===== config.mk =====
export PLATFORM = sky130hd
export DESIGN_NAME = multifunction_pin_config
export DESIGN_NICKNAME = d
export VERILOG_FILES = /design/src/hdl/pin_config_pkg.sv /design/src/hdl/multifunction_pin_config.sv /design/src/hdl/pin_drive_decode.sv
export VERILOG_INCLUDE_DIRS = /design/src /design/src/hdl
export SDC_FILE = /design/constraint.sdc
export NUM_CORES = 1
export LEC_CHECK = 0
export BUFFER_PORTS_ARGS = -buffer_cell sky130_fd_sc_hd__buf_2
export CAP_MARGIN = 25
export CORE_ASPECT_RATIO = 1.4
export CORE_MARGIN = 4
export CORE_UTILIZATION = 50
export CTS_CLUSTER_SIZE = 30
export DETAILED_ROUTE_END_ITERATION = 10
export PLACE_DENSITY = 0.87
export SLEW_MARGIN = 25
export SYNTH_ARGS = -nofsm -noshare
export SYNTH_HDL_FRONTEND = slang
export SYNTH_SLANG_ARGS = --single-unit

===== constraint.sdc =====
create_clock -name mclk -period 2.5 [get_ports mclk]
set_input_delay 0.125 -clock mclk [delete_from_list [all_inputs] [get_ports mclk]]
set_output_delay 0.125 -clock mclk [all_outputs]
set_load 0.005 [all_outputs]

===== src/hdl/pin_config_cfg.svh =====
// Register offsets, field positions and reset values of the pin configuration block
`ifndef PIN_CONFIG_CFG_SVH
`define PIN_CONFIG_CFG_SVH

`define OFS_INT_PIN 12'h000
`define OFS_TS1_PIN 12'h004
`define OFS_INT_STATUS 12'h008
`define OFS_TS1_STATUS 12'h00c
`define OFS_DRIVE_CTRL 12'h010

`define FXN_LSB 0
`define FXN_MSB 1
`define OPT_LSB 2
`define OPT_MSB 7

`define INT_PIN_RESET 8'h00
`define TS1_PIN_RESET 8'h07

`endif


===== src/hdl/pin_config_pkg.sv =====
// Types for the pin configuration block
package pin_config_pkg;
	typedef enum logic [1:0] {
		FN_UNUSED = 2'b00,
		FN_GENERAL_OUT = 2'b01,
		FN_ALERT = 2'b10,
		FN_ANALOG = 2'b11
	} pin_fn_t;

	typedef enum logic [1:0] {
		PU_18K = 2'b00,
		PU_180K = 2'b01,
		PU_NONE = 2'b10,
		PU_RSVD = 2'b11
	} pullup_sel_t;

	typedef enum logic [1:0] {
		POLY_18K = 2'b00,
		POLY_180K = 2'b01,
		POLY_CUSTOM = 2'b10,
		POLY_RAW = 2'b11
	} poly_sel_t;

	typedef enum logic [1:0] {
		USE_GENERAL = 2'b00,
		USE_CELL_PROT = 2'b01,
		USE_REPORT = 2'b10,
		USE_FET_PROT = 2'b11
	} meas_use_t;
endpackage


===== src/hdl/multifunction_pin_config.sv =====
// Multifunction pin configuration: APB registers and registered pin controls
//
// Contract
// - Function 0 unused,1 output,2 alert,3 analog
// - Option meaning depends on selected function
// - Option 5 sets alert polarity only
// - Option 3 selects high drive rail
// - Option 1 tri-state or drive high
// - Option 0 pull-down, option 2 pull-up
// - Analog options 5:4 select pull-up
// - Analog options 3:2 select conversion model
// - Analog options 1:0 select measurement purpose
// - Sense pin: 0-2 unused, 3 analog
// - Sense pin setting resets to 0x07
// - Interrupt pin setting resets to 0x00
//
// Chosen here: the APB register port and the placing of the registers.
`timescale 1ns/1ps
`default_nettype none
`include "pin_config_cfg.svh"

module multifunction_pin_config
	import pin_config_pkg::*;
(
	// Clock and reset
	input wire logic mclk,
	input wire logic resetn,
	// APB slave
	input wire logic psel,
	input wire logic penable,
	input wire logic pwrite,
	input wire logic [11:0] paddr,
	input wire logic [31:0] pwdata,
	output logic [31:0] prdata,
	output logic pready,
	output logic pslverr,
	// Interrupt pin controls
	output logic intDriveLow,
	output logic intDriveHigh,
	output logic intHighFromReg1,
	output logic intWeakPullUp,
	output logic intWeakPullDown,
	output logic intAnalogEnable,
	output logic [1:0] intPullupSel,
	output logic [1:0] intPolySel,
	output logic [1:0] intMeasUse,
	output logic intSingleWireEnable,
	// Sense pin one controls
	output logic ts1AnalogEnable,
	output logic [1:0] ts1PullupSel,
	output logic [1:0] ts1PolySel,
	output logic [1:0] ts1MeasUse
);
	// ----------------------------------------
	// Register storage
	// ----------------------------------------
	logic [7:0] intPinSetting;
	logic [7:0] ts1PinSetting;
	// Drive requests: bit 0 general level, bit 1 alert active
	logic [1:0] driveCtrl;

	function automatic logic [31:0] widen(input logic [7:0] v);
		widen = {24'h000000, v};
	endfunction

	// ----------------------------------------
	// APB decode
	// ----------------------------------------
	wire logic access = psel && penable;
	wire logic hitInt = (paddr == `OFS_INT_PIN);
	wire logic hitTs1 = (paddr == `OFS_TS1_PIN);
	wire logic hitIntSt = (paddr == `OFS_INT_STATUS);
	wire logic hitTs1St = (paddr == `OFS_TS1_STATUS);
	wire logic hitCtrl = (paddr == `OFS_DRIVE_CTRL);
	wire logic hitAny = hitInt || hitTs1 || hitIntSt || hitTs1St || hitCtrl;
	wire logic wrInt = access && pwrite && hitInt && !pready;
	wire logic wrTs1 = access && pwrite && hitTs1 && !pready;
	wire logic wrCtrl = access && pwrite && hitCtrl && !pready;

	// Decoded controls from both pins
	logic dIntLow, dIntHigh, dIntReg1, dIntPu, dIntPd, dIntAn;
	pullup_sel_t dIntPuSel, dTs1PuSel;
	poly_sel_t dIntPoly, dTs1Poly;
	meas_use_t dIntUse, dTs1Use;
	logic dTs1An;

	// Status word: unregistered decoder outputs of each pin
	wire logic [7:0] intStatus = {dIntPuSel, dIntAn, dIntPd, dIntPu, dIntReg1, dIntHigh, dIntLow};
	wire logic [7:0] ts1Status = {1'b0, dTs1An, dTs1Use, dTs1Poly, dTs1PuSel};

	logic [31:0] next_prdata;
	always_comb begin
		next_prdata = 32'h00000000;
		if (hitInt) begin
			next_prdata = widen(intPinSetting);
		end else if (hitTs1) begin
			next_prdata = widen(ts1PinSetting);
		end else if (hitIntSt) begin
			next_prdata = widen(intStatus);
		end else if (hitTs1St) begin
			next_prdata = widen(ts1Status);
		end else if (hitCtrl) begin
			next_prdata = {30'h00000000, driveCtrl};
		end
	end

	// One wait state: pready rises in the second access cycle
	always_ff @(posedge mclk) begin
		if (!resetn) begin
			pready <= 1'b0;
			pslverr <= 1'b0;
			prdata <= 32'h00000000;
		end else begin
			pready <= access && !pready;
			pslverr <= access && !pready && !hitAny;
			prdata <= (access && !pready && !pwrite) ? next_prdata : 32'h00000000;
		end
	end

	// ----------------------------------------
	// Setting registers
	// ----------------------------------------
	always_ff @(posedge mclk) begin
		if (!resetn) begin
			intPinSetting <= `INT_PIN_RESET;
			ts1PinSetting <= `TS1_PIN_RESET;
			driveCtrl <= 2'b00;
		end else begin
			if (wrInt) begin
				intPinSetting <= pwdata[7:0];
			end
			if (wrTs1) begin
				ts1PinSetting <= pwdata[7:0];
			end
			if (wrCtrl) begin
				driveCtrl <= pwdata[1:0];
			end
		end
	end

	// ----------------------------------------
	// Option decoders
	// ----------------------------------------
	pin_drive_decode intDecode (
		.setting(intPinSetting),
		.alertCapable(1'b1),
		.generalLevel(driveCtrl[0]),
		.alertActive(driveCtrl[1]),
		.driveLow(dIntLow),
		.driveHigh(dIntHigh),
		.highFromReg1(dIntReg1),
		.weakPullUp(dIntPu),
		.weakPullDown(dIntPd),
		.analogEnable(dIntAn),
		.pullupSel(dIntPuSel),
		.polySel(dIntPoly),
		.measUse(dIntUse)
	);

	pin_drive_decode ts1Decode (
		.setting(ts1PinSetting),
		.alertCapable(1'b0),
		.generalLevel(1'b0),
		.alertActive(1'b0),
		.driveLow(),
		.driveHigh(),
		.highFromReg1(),
		.weakPullUp(),
		.weakPullDown(),
		.analogEnable(dTs1An),
		.pullupSel(dTs1PuSel),
		.polySel(dTs1Poly),
		.measUse(dTs1Use)
	);

	// ----------------------------------------
	// Registered pin controls
	// ----------------------------------------
	wire pin_fn_t intFn = pin_fn_t'(intPinSetting[`FXN_MSB:`FXN_LSB]);

	always_ff @(posedge mclk) begin
		if (!resetn) begin
			intDriveLow <= 1'b0;
			intDriveHigh <= 1'b0;
			intHighFromReg1 <= 1'b0;
			intWeakPullUp <= 1'b0;
			intWeakPullDown <= 1'b0;
			intAnalogEnable <= 1'b0;
			intPullupSel <= PU_NONE;
			intPolySel <= POLY_18K;
			intMeasUse <= USE_GENERAL;
			intSingleWireEnable <= 1'b1;
		end else begin
			intDriveLow <= dIntLow;
			intDriveHigh <= dIntHigh;
			intHighFromReg1 <= dIntReg1;
			intWeakPullUp <= dIntPu;
			intWeakPullDown <= dIntPd;
			intAnalogEnable <= dIntAn;
			intPullupSel <= dIntPuSel;
			intPolySel <= dIntAn ? dIntPoly : POLY_18K;
			intMeasUse <= dIntAn ? dIntUse : USE_GENERAL;
			intSingleWireEnable <= (intFn == FN_UNUSED);
		end
	end

	always_ff @(posedge mclk) begin
		if (!resetn) begin
			ts1AnalogEnable <= 1'b0;
			ts1PullupSel <= PU_NONE;
			ts1PolySel <= POLY_18K;
			ts1MeasUse <= USE_GENERAL;
		end else begin
			ts1AnalogEnable <= dTs1An;
			ts1PullupSel <= dTs1PuSel;
			ts1PolySel <= dTs1An ? dTs1Poly : POLY_18K;
			ts1MeasUse <= dTs1An ? dTs1Use : USE_GENERAL;
		end
	end
endmodule
`default_nettype wire


===== src/hdl/pin_drive_decode.sv =====
// Per-pin option decoder: output drive and analog measurement controls
`timescale 1ns/1ps
`default_nettype none
`include "pin_config_cfg.svh"

module pin_drive_decode
	import pin_config_pkg::*;
(
	// Setting and pin request
	input wire logic [7:0] setting,
	input wire logic alertCapable,
	input wire logic generalLevel,
	input wire logic alertActive,
	// Output drive controls
	output logic driveLow,
	output logic driveHigh,
	output logic highFromReg1,
	output logic weakPullUp,
	output logic weakPullDown,
	// Analog controls
	output logic analogEnable,
	output pullup_sel_t pullupSel,
	output poly_sel_t polySel,
	output meas_use_t measUse
);
	wire logic [1:0] fnRaw = setting[`FXN_MSB:`FXN_LSB];
	wire logic [5:0] opt = setting[`OPT_MSB:`OPT_LSB];
	// Pins without output capability see every function below analog as unused
	wire logic isGeneral = alertCapable && (fnRaw == FN_GENERAL_OUT);
	wire logic isAlert = alertCapable && (fnRaw == FN_ALERT);
	wire logic isOutput = isGeneral || isAlert;
	// Polarity applies to alert only, never to general output
	wire logic level = isAlert ? (alertActive ^ opt[5]) : generalLevel;
	// Tri-state high is not offered with the regulator rail
	wire logic pushHigh = opt[1] || opt[3];

	assign analogEnable = (fnRaw == FN_ANALOG);
	assign driveLow = isOutput && !level;
	assign driveHigh = isOutput && level && pushHigh;
	assign highFromReg1 = isOutput && opt[3];
	assign weakPullUp = isOutput && opt[2];
	assign weakPullDown = isOutput && opt[0];
	assign pullupSel = analogEnable ? pullup_sel_t'(opt[5:4]) : PU_NONE;
	assign polySel = poly_sel_t'(opt[3:2]);
	assign measUse = meas_use_t'(opt[1:0]);
endmodule
`default_nettype wire


==> results of run 1 <==
[per-layer routing]
metal	wire length, um	part of all wire (%)	up-vias	track usage [%]
met1	1720	36	824	18.4
li1	-	-	892	-
met5	0	0	-	0
met3	396	8.3	20	3.76
met4	242	5.0	0	14.5
met2	2430	51	90	30.2
[registers in the layout (all words and copies together) (netlist names)]
name,cells
intWeakPullDown,1
intMeasUse,2
ts1PolySel,2
pslverr,1
intPullupSel,2
intSingleWireEnable,1
intPinSetting,8
ts1MeasUse,2
intDriveLow,1
ts1AnalogEnable,1
ts1PullupSel,2
intHighFromReg1,1
intPolySel,2
intDriveHigh,1
intWeakPullUp,1
intAnalogEnable,1
prdata,8
driveCtrl,2
ts1PinSetting,8
pready,1
[power by group through the flow]
stage | clock network [mW] | registers, mW | logic (mW)
after detailed placement | 0 | 0.787 | 0.0867
after global routing | 0.513 | 0.769 | 0.0976
final | 0.480 | 0.769 | 0.0894
after floorplan | 0 | 0.788 | 0.0777
after global placement | 0 | 0.787 | 0.0851
after CTS | 0.484 | 0.769 | 0.0871
[cell type report]
| type | count | share of cell area [%] |
|---|---|---|
| Timing Repair Buffer | 57 | 11.8 |
| Sequential cell | 48 | 38.6 |
| Clock buffer | 6 | 3.32 |
| Inverter | 5 | 0.754 |
| Tap cell | 60 | 3.02 |
| Clock inverter | 2 | 0.603 |
| Multi-Input combinational cell | 173 | 41.9 |
[final timing paths]
| path | start | slack (ps) | endpoint | cells past startpoint |
|---|---|---|---|---|
| worst max-delay path | intPinSetting[1]$_SDFFE_PN0P_ | 860 | prdata[3]$_SDFF_PN0_ | 5 |
| worst min-delay path | pwdata[2] | 70 | ts1PinSetting[2]$_SDFFE_PN1P_ | 3 |
| worst max register to register | intPinSetting[1]$_SDFFE_PN0P_ | 860 | prdata[3]$_SDFF_PN0_ | 5 |
| worst min register to register | driveCtrl[0]$_SDFFE_PN0P_ | 500 | driveCtrl[0]$_SDFFE_PN0P_ | 2 |
[cells by family after synthesis]
family	Yosys count	share of synthesized area [%]
DFF	48	44.0
and+or+nand+nor	87	23.1
buffers and inverters	40	12.2
AOI/OAI and AO/OA	50	14.2
other	1	0.172
xor gates and xnor gates	1	0.401
adders and majority gates	3	1.72
muxes	8	4.24
[metrics by stage]
step | hold slack (ps) | power, mW | setup slack [ps] | instances
global route | 75.1 | 1.38 | 795 | 351
detailed placement | 390 | 0.873 | 941 | 343
CTS | 66.1 | 1.34 | 909 | 351
floorplan | 264 | 0.865 | 1160 | 261
finish | 69.6 | 1.34 | 860 | 351
global placement | 392 | 0.872 | 967 | 343
[synth_stat cells, types with 2 or more instances]
| cell | instances | area (um^2) |
|---|---|---|
| and2_1 | 6 | 37.5 |
| dfxtp_1 | 48 | 961 |
| mux2i_1 | 7 | 70.1 |
| a21boi_1 | 6 | 45.0 |
| clkbuf_1 | 5 | 18.8 |
| nor4_1 | 2 | 12.5 |
| a21oi_1 | 9 | 45.0 |
| ha_1 | 3 | 37.5 |
| nand3_1 | 22 | 110 |
| buf_6 | 3 | 33.8 |
| a211oi_1 | 2 | 15.0 |
| nor2b_1 | 5 | 31.3 |
| buf_4 | 24 | 180 |
| nand2b_1 | 5 | 31.3 |
| nand4b_1 | 2 | 17.5 |
| o21ai_0 | 20 | 100 |
| and3_1 | 12 | 75.1 |
| inv_1 | 4 | 15.0 |
| nor2_1 | 8 | 30.0 |
| nor3_2 | 2 | 20.0 |
| nor3_1 | 5 | 25.0 |
| nand2_1 | 10 | 37.5 |
| buf_2 | 3 | 15.0 |
| a21boi_0 | 7 | 52.6 |
| o2bb2ai_1 | 3 | 26.3 |
[worst max-delay path, cell delays in order (launching register included)]
cell and delay, ps:
dfxtp_1 420, inv_1 70, ha_1 380, and3_1 210, nor2b_1 320, o2bb2ai_1 160
==> impl_metrics.toml, run 1 <==
[clock_tree]
cts_made_buffers = 5
cts-root-buf = "clkbuf_8"
clock_latency_ps = 310
post-cts-setup-buffers = 0
clockBufferDepth = 2
htreeDepth = 2
cts_sinks = 48
hold_buffers = 0
cts_tree = "yes"
ctsResizeCount = 0
clkTransAtPathRegs_ps = 90

[power]
p_sw_share_pct = 23.4
combPwrFrac_pct = 6.7
p_clk_share_pct = 35.8
cellPowerDensity_nw_per_um2 = 537
vdd_drop_max_mv = 0.240
p_leak_nw = 1.11
internal_power_mw = 1.02
p_sw_uw = 313
seqPwrFrac_pct = 57.5

[routing]
wl_per_cell_um = 13.7
ant_nets = 0
wirelength_mm = 4.80
viasPerCell = 5.20
post-route-drc-count = 0
initialDrtViolationCount = 66
first_pass_iters = 4
num_vias = 1826

[flow_run]
cap_violations = 0

[synth]
async_reset_ff_share_pct = 0
ys_ff_latch = 48
syn_area_um2 = 2180
syn-mean-instance-area_um2 = 9.18
synthFlopType = "dfxtp_1"
synth-edff-count = 0
syn_inst = 238
synth_cell_types = 40
ys_seq_area_share_pct = 44.0
yosysWarningCount = 0

[die]
io_pins = 103
initial_core_util_pct = 51.5
die_w_um = 63.9
fp.dieH_um = 86.2
die-area_um2 = 5510
core_um2 = 4240
row_count = 28

[sta]
setup_violations = 0
skew_ps = 13.5
period_needed_ps = 1640
finalSetupTns_ps = 0
fmax_mhz = 610
tightest_slew_ps = 618
slew_violations = 0
grt_setup_unrepaired = "no"
relSlewSlack_pct = 58.6
fin_crit_sh_pct = 65.6
hold_viol_final = 0

[final_layout]
syn_to_final_growth_pct = 13.9
fin_nets = 342
regArea_um2 = 961
final_core_util_pct = 58.7
n_fill_cell = 378
fin_area_um2 = 2490
drive_gt1_share_pct = 24.1
mostFrequentLayoutCell = "buf_2"
multi_input_area_um2 = 1040
diodes = 0
final_cell_mix = "buf_2, dfxtp_1, conb_1, nand3_1, o21ai_0"

[placement]
hpwlAfterDp_mm = 3.59
io_buffers = 54
post_dp_cell_area_um2 = 2390
globalplace.congestion = 0.888

[status]
outcome = "completed"

[grt]
grt-ovfl-total = 0
track_usage_pct = 17.7
grt_pass1_vias = 1729
antenna_found_initial = 0
grt_max_degree = 32
grt_pass1_wl_mm = 7.67

[min_path]
hp-class = "in -> reg"

[setup_path]
end_kind = "flip-flop"
crit_fanout = 6
crit_path_start_kind = "flip-flop"
critPathKind = "reg -> reg"
worstPathArrival_ps = 1870
crit_required_ps = 2730
Power figures use the tool's default switching activity.
==> inputs of run 2 (changes only) <==
Settings changed: CORE_UTILIZATION 50 to 42, PLACE_DENSITY 0.87 to 0.78.
Clock period 2.5 ns to 1.45 ns, I/O delays scaled along.
==> run 2 against run 1 <==
Global-route usage shrank 1.6 points. Routed wire length up 6.2%. Clock skew fell by 4.3 ps. Core utilization shrank 6.3 points. Non-clock buffer count increased by 13. Maximum frequency grew 16%. Via count increased by 4.1%. Sequential share of layout area fell by 1.6 points. Clock power up 49%. Register-to-register slack got worse by 820 ps. Critical path depth stayed put. Critical path type unchanged. Largest cell class unchanged.
==> impl_metrics.toml, run 2 (synthesized netlist as in run 1, its figures left out) <==
[die]
row_count = 30
die_w_um = 69.0
core_um2 = 4950
die-area_um2 = 6440
initial_core_util_pct = 44.1
fp.dieH_um = 93.3
io_pins = 103

[setup_path]
path_delay_family = "compound AO/OA/AOI/OAI gates"
r2r.worst_path.cells = 5
crit_required_ps = 1630
critPathBufInv = 1
cpPeakStageDelay_ps = 330
critPathKind = "reg -> reg"
end_kind = "flip-flop"
cp_cell_sequence = "inv_1 -> ha_1 -> mux2i_2 -> o31ai_2 -> a311o_1"
crit_fanout = 3
reg2reg_slack_ps = 40
worstPathArrival_ps = 1590
crit_path_start_kind = "flip-flop"
slowest_stage = "dfxtp_2"
r2r_start = "intPinSetting[0]$_SDFFE_PN0P_"
regToRegEndpoint = "prdata[1]$_SDFF_PN0_"

[clock_tree]
cts_tree = "yes"
clock_latency_ps = 300
cts_made_buffers = 5
cts_sinks = 48
clkTransAtPathRegs_ps = 80
cts-root-buf = "clkbuf_8"
clockBufferDepth = 2
htreeDepth = 2

[final_layout]
top_regs = "intPinSetting: 8 flops, prdata: 8 flops, ts1PinSetting: 8 flops"
mostFrequentLayoutCell = "buf_2"
multi_input_area_um2 = 1050
fin_cells = 367
syn_to_final_growth_pct = 18.8
fin_area_um2 = 2600
drive_gt1_share_pct = 28.1
final_core_util_pct = 52.4
fin_nets = 355
diodes = 0
regArea_um2 = 962
n_fill_cell = 503
final_cell_mix = "buf_2, dfxtp_1, conb_1, nand3_1, o21ai_0"

[sta]
setup_violations = 0
skew_ps = 9.19
fin_crit_sh_pct = 97.5
fin_ws_ps = 36.6
slew_violations = 0
period_needed_ps = 1410
fmax_mhz = 708
hold_viol_final = 0

[placement]
post_dp_cell_area_um2 = 2500
hpwlAfterDp_mm = 3.89
globalplace.congestion = 0.912
dp_cells = 359
io_buffers = 54
place_ws_ps = 47.1

[min_path]
hold_end = "ts1PinSetting[2]$_SDFFE_PN1P_"
hp-class = "in -> reg"
hold_path.startpoint = "pwdata[2]"
worstHoldPathCells = 3

[grt]
grt-ovfl-total = 0
grt_max_degree = 33
antenna_found_initial = 0
grt_pass1_wl_mm = 7.84
grt_pass1_vias = 1838
track_usage_pct = 16.1

[power]
vdd_drop_max_mv = 0.570
cellPowerDensity_nw_per_um2 = 851
p_leak_nw = 1.18

[routing]
wl_per_cell_um = 13.9
num_vias = 1900
post-route-drc-count = 0
initialDrtViolationCount = 102
ant_nets = 0
viasPerCell = 5.18
first_pass_iters = 4
wirelength_mm = 5.09

[status]
outcome = "completed"

[flow_run]
cap_violations = 0
==> run 2: worst max-delay path by stage <==
stage / slack, ps / depth (start not counted) / end / start
6_report: 40 / 5 / prdata[1]$_SDFF_PN0_ / intPinSetting[0]$_SDFFE_PN0P_
5_1_grt: -50 / 5 / prdata[1]$_SDFF_PN0_ / intPinSetting[0]$_SDFFE_PN0P_
4_1_cts: 20 / 5 / prdata[2]$_SDFF_PN0_ / pready$_SDFF_PN0_
3_5_place_dp: 50 / 5 / prdata[2]$_SDFF_PN0_ / pready$_SDFF_PN0_
3_3_place_gp: 60 / 5 / prdata[1]$_SDFF_PN0_ / intPinSetting[0]$_SDFFE_PN0P_
2_1_floorplan: 110 / 5 / prdata[1]$_SDFF_PN0_ / intPinSetting[0]$_SDFFE_PN0P_
==> run 2: tightest hold or removal path, cell delays in order <==
cell and delay, ps:
buf_2 90, nand3_1 60, nand3_1 80
==> run 2: metrics by stage <==
stage / TNS, ps / hold WS [ps] / total power [mW]
global placement: 0 / 331 / 1.51
detailed placement: 0 / 340 / 1.52
floorplan: 0 / 211 / 1.49
global route: -54.3 / 53.9 / 2.28
CTS: 0 / 30.1 / 2.22
finish: 0 / 33.9 / 2.21
==> run 2: metal layers <==
layer,global-route usage [%],part of all wire (%),routed length [um]
met4,9.27,3.6,184
met3,3.73,8.8,448
met5,0,0,0
met1,18.1,37,1880
met2,26.8,51,2580
==> run 2: what timing repair did <==
action | 4_1_cts | 5_1_grt
hold buffers | 0 | 0
resized for setup | 0 | 4
endpoints found under the setup margin | 0 | 5
buffers inserted | 0 | 1
==> run 2: power breakdown <==
part | leakage, nW | switching (mW) | internal, mW
combinational | 0.746 | 0.100 | 0.0654
sequential | 0.389 | 0.00187 | 1.32
clock | 0.0410 | 0.389 | 0.328
total | 1.18 | 0.491 | 1.72
==> run 2: final cells by class <==
type / count / share of cell area [%]
flip-flops and latches: 48 / 37.1
multi-input cells: 173 / 40.6
inverters: 5 / 0.723
repair buffers: 70 / 15.5
clock buffers: 6 / 2.80
clock inverters: 1 / 0.193
well taps: 64 / 3.08
==> inputs of run 3 (changes only) <==
Settings changed: RECOVER_POWER set to 100.
==> run 3 against run 2 <==
Worst hold slack barely moved. Critical path depth unchanged. Power down 0.21%. Register-to-register slack hardly changed. Routed wire length rose by 0.75%. Clock skew is essentially flat. Sequential share of layout area rose by 0.54 points. Sequential power about the same. Clock power decreased by 0.6%. Via count rose by 0.53%. Combinational power is essentially flat. Largest cell class unchanged.
==> impl_metrics.toml, run 3 (synthesized netlist as in run 1, its figures left out) <==
[placement]
place_ws_ps = 47.1
hpwlAfterDp_mm = 3.89
io_buffers = 54
dp_cells = 359
globalplace.congestion = 0.912

[final_layout]
final_core_util_pct = 51.6
top_regs = "intPinSetting: 8 flops, prdata: 8 flops, ts1PinSetting: 8 flops"
final_cell_mix = "dfxtp_1, buf_2, conb_1, nand3_1"
mostFrequentLayoutCell = "dfxtp_1"
drive_gt1_share_pct = 20.8
diodes = 0
multi_input_area_um2 = 1050
regArea_um2 = 962
n_fill_cell = 510
fin_cells = 367
syn_to_final_growth_pct = 17.1
fin_nets = 355

[setup_path]
crit_fanout = 3
crit_required_ps = 1630
critPathKind = "reg -> reg"
end_kind = "flip-flop"
crit_path_start_kind = "flip-flop"
slowest_stage = "dfxtp_2"
worstPathArrival_ps = 1590
cpPeakStageDelay_ps = 330
cp_cell_sequence = "inv_1 -> ha_1 -> mux2i_2 -> o31ai_2 -> a311o_1"

[flow_run]
cap_violations = 0

[die]
die_w_um = 69.0
core_um2 = 4950
row_count = 30
die-area_um2 = 6440
io_pins = 103
initial_core_util_pct = 44.1
fp.dieH_um = 93.3

[grt]
grt-ovfl-total = 0
grt_pass1_vias = 1838
grt_pass1_wl_mm = 7.84
track_usage_pct = 16.1
antenna_found_initial = 0
grt_max_degree = 33

[power]
vdd_drop_max_mv = 0.570
p_leak_nw = 1.09
power_mw = 2.20
combPwrFrac_pct = 7.5
p_sw_uw = 488
cellPowerDensity_nw_per_um2 = 861
internal_power_mw = 1.72
p_clk_share_pct = 32.4
p_sw_share_pct = 22.1
seqPwrFrac_pct = 60.2

[sta]
skew_ps = 9.50
fmax_mhz = 709
setup_violations = 0
fin_ws_ps = 39.7
finalSetupTns_ps = 0
fin_crit_sh_pct = 97.3
hold_viol_final = 0
slew_violations = 0
period_needed_ps = 1410

[routing]
first_pass_iters = 4
wirelength_mm = 5.13
viasPerCell = 5.20
post-route-drc-count = 0
wl_per_cell_um = 14.0
num_vias = 1910
initialDrtViolationCount = 118
ant_nets = 0

[clock_tree]
clock_latency_ps = 300
clockBufferDepth = 2
htreeDepth = 2
cts_tree = "yes"
cts_made_buffers = 5
cts-root-buf = "clkbuf_8"
cts_sinks = 48
clkTransAtPathRegs_ps = 80

[min_path]
hp-class = "in -> reg"

[status]
outcome = "completed"
## run 3: changes by cell type in the layout (fill, tap and decap cells not counted), sizes merged
cell    before  now
buf         70   51
clkbuf       6   25
## run 3: layer usage
layer	wire, um	GRT usage (%)	share of wire, %
met2	2610	26.8	51
met3	427	3.73	8.3
met1	1910	18.1	37
met5	0	0	0
met4	180	9.27	3.5
## run 3: critical path: cells and delay by family, from the launching register on
kind            cells  cell delay [ps]
flops               1              330
buf+inv             1              100
fa+ha+maj           1              190
compound gates      2              420
mux                 1              260
## run 3: power groups by stage
| stage | Clock, mW | Combinational, mW | Sequential (mW) |
|---|---|---|---|
| 6_report | 0.713 | 0.165 | 1.33 |
| 5_1_grt | 0.772 | 0.181 | 1.33 |
| 4_1_cts | 0.730 | 0.160 | 1.33 |
| 3_5_place_dp | 0 | 0.159 | 1.36 |
| 3_3_place_gp | 0 | 0.157 | 1.36 |
| 2_1_floorplan | 0 | 0.134 | 1.36 |
## run 3: worst paths after layout
check             cells after the start  slack, ps                             to                     startpoint
setup / recovery                      5         40           prdata[1]$_SDFF_PN0_  intPinSetting[0]$_SDFFE_PN0P_
hold / removal                        3         30  ts1PinSetting[2]$_SDFFE_PN1P_                      pwdata[2]
setup reg to reg                      5         40           prdata[1]$_SDFF_PN0_  intPinSetting[0]$_SDFFE_PN0P_
hold reg to reg                       2        500  intPinSetting[0]$_SDFFE_PN0P_  intPinSetting[0]$_SDFFE_PN0P_
## run 3: what timing repair did
| item | CTS | global route |
|---|---|---|
| buffers inserted | 0 | 1 |
| hold buffers | 0 | 0 |
| endpoints found under the hold margin | 0 | 0 |
| setup endpoints to repair | 0 | 5 |
| gates resized for setup | 0 | 4 |
## run 3: area by class of cell
cell class / instances / area share (%)
Clock inverter: 1 / 0.196
Clock buffer: 6 / 2.84
Sequential cell: 48 / 37.6
Timing Repair Buffer: 70 / 14.6
Inverter: 5 / 0.733
Tap cell: 64 / 3.13
Multi-Input combinational cell: 173 / 40.9
## run 3: metrics by stage
step | instance area (um^2) | hold slack [ps]
2_1_floorplan | 2270 | 211
6_report | 2560 | 33.7
3_3_place_gp | 2500 | 331
3_5_place_dp | 2500 | 340
5_1_grt | 2560 | 55.4
4_1_cts | 2580 | 30.1
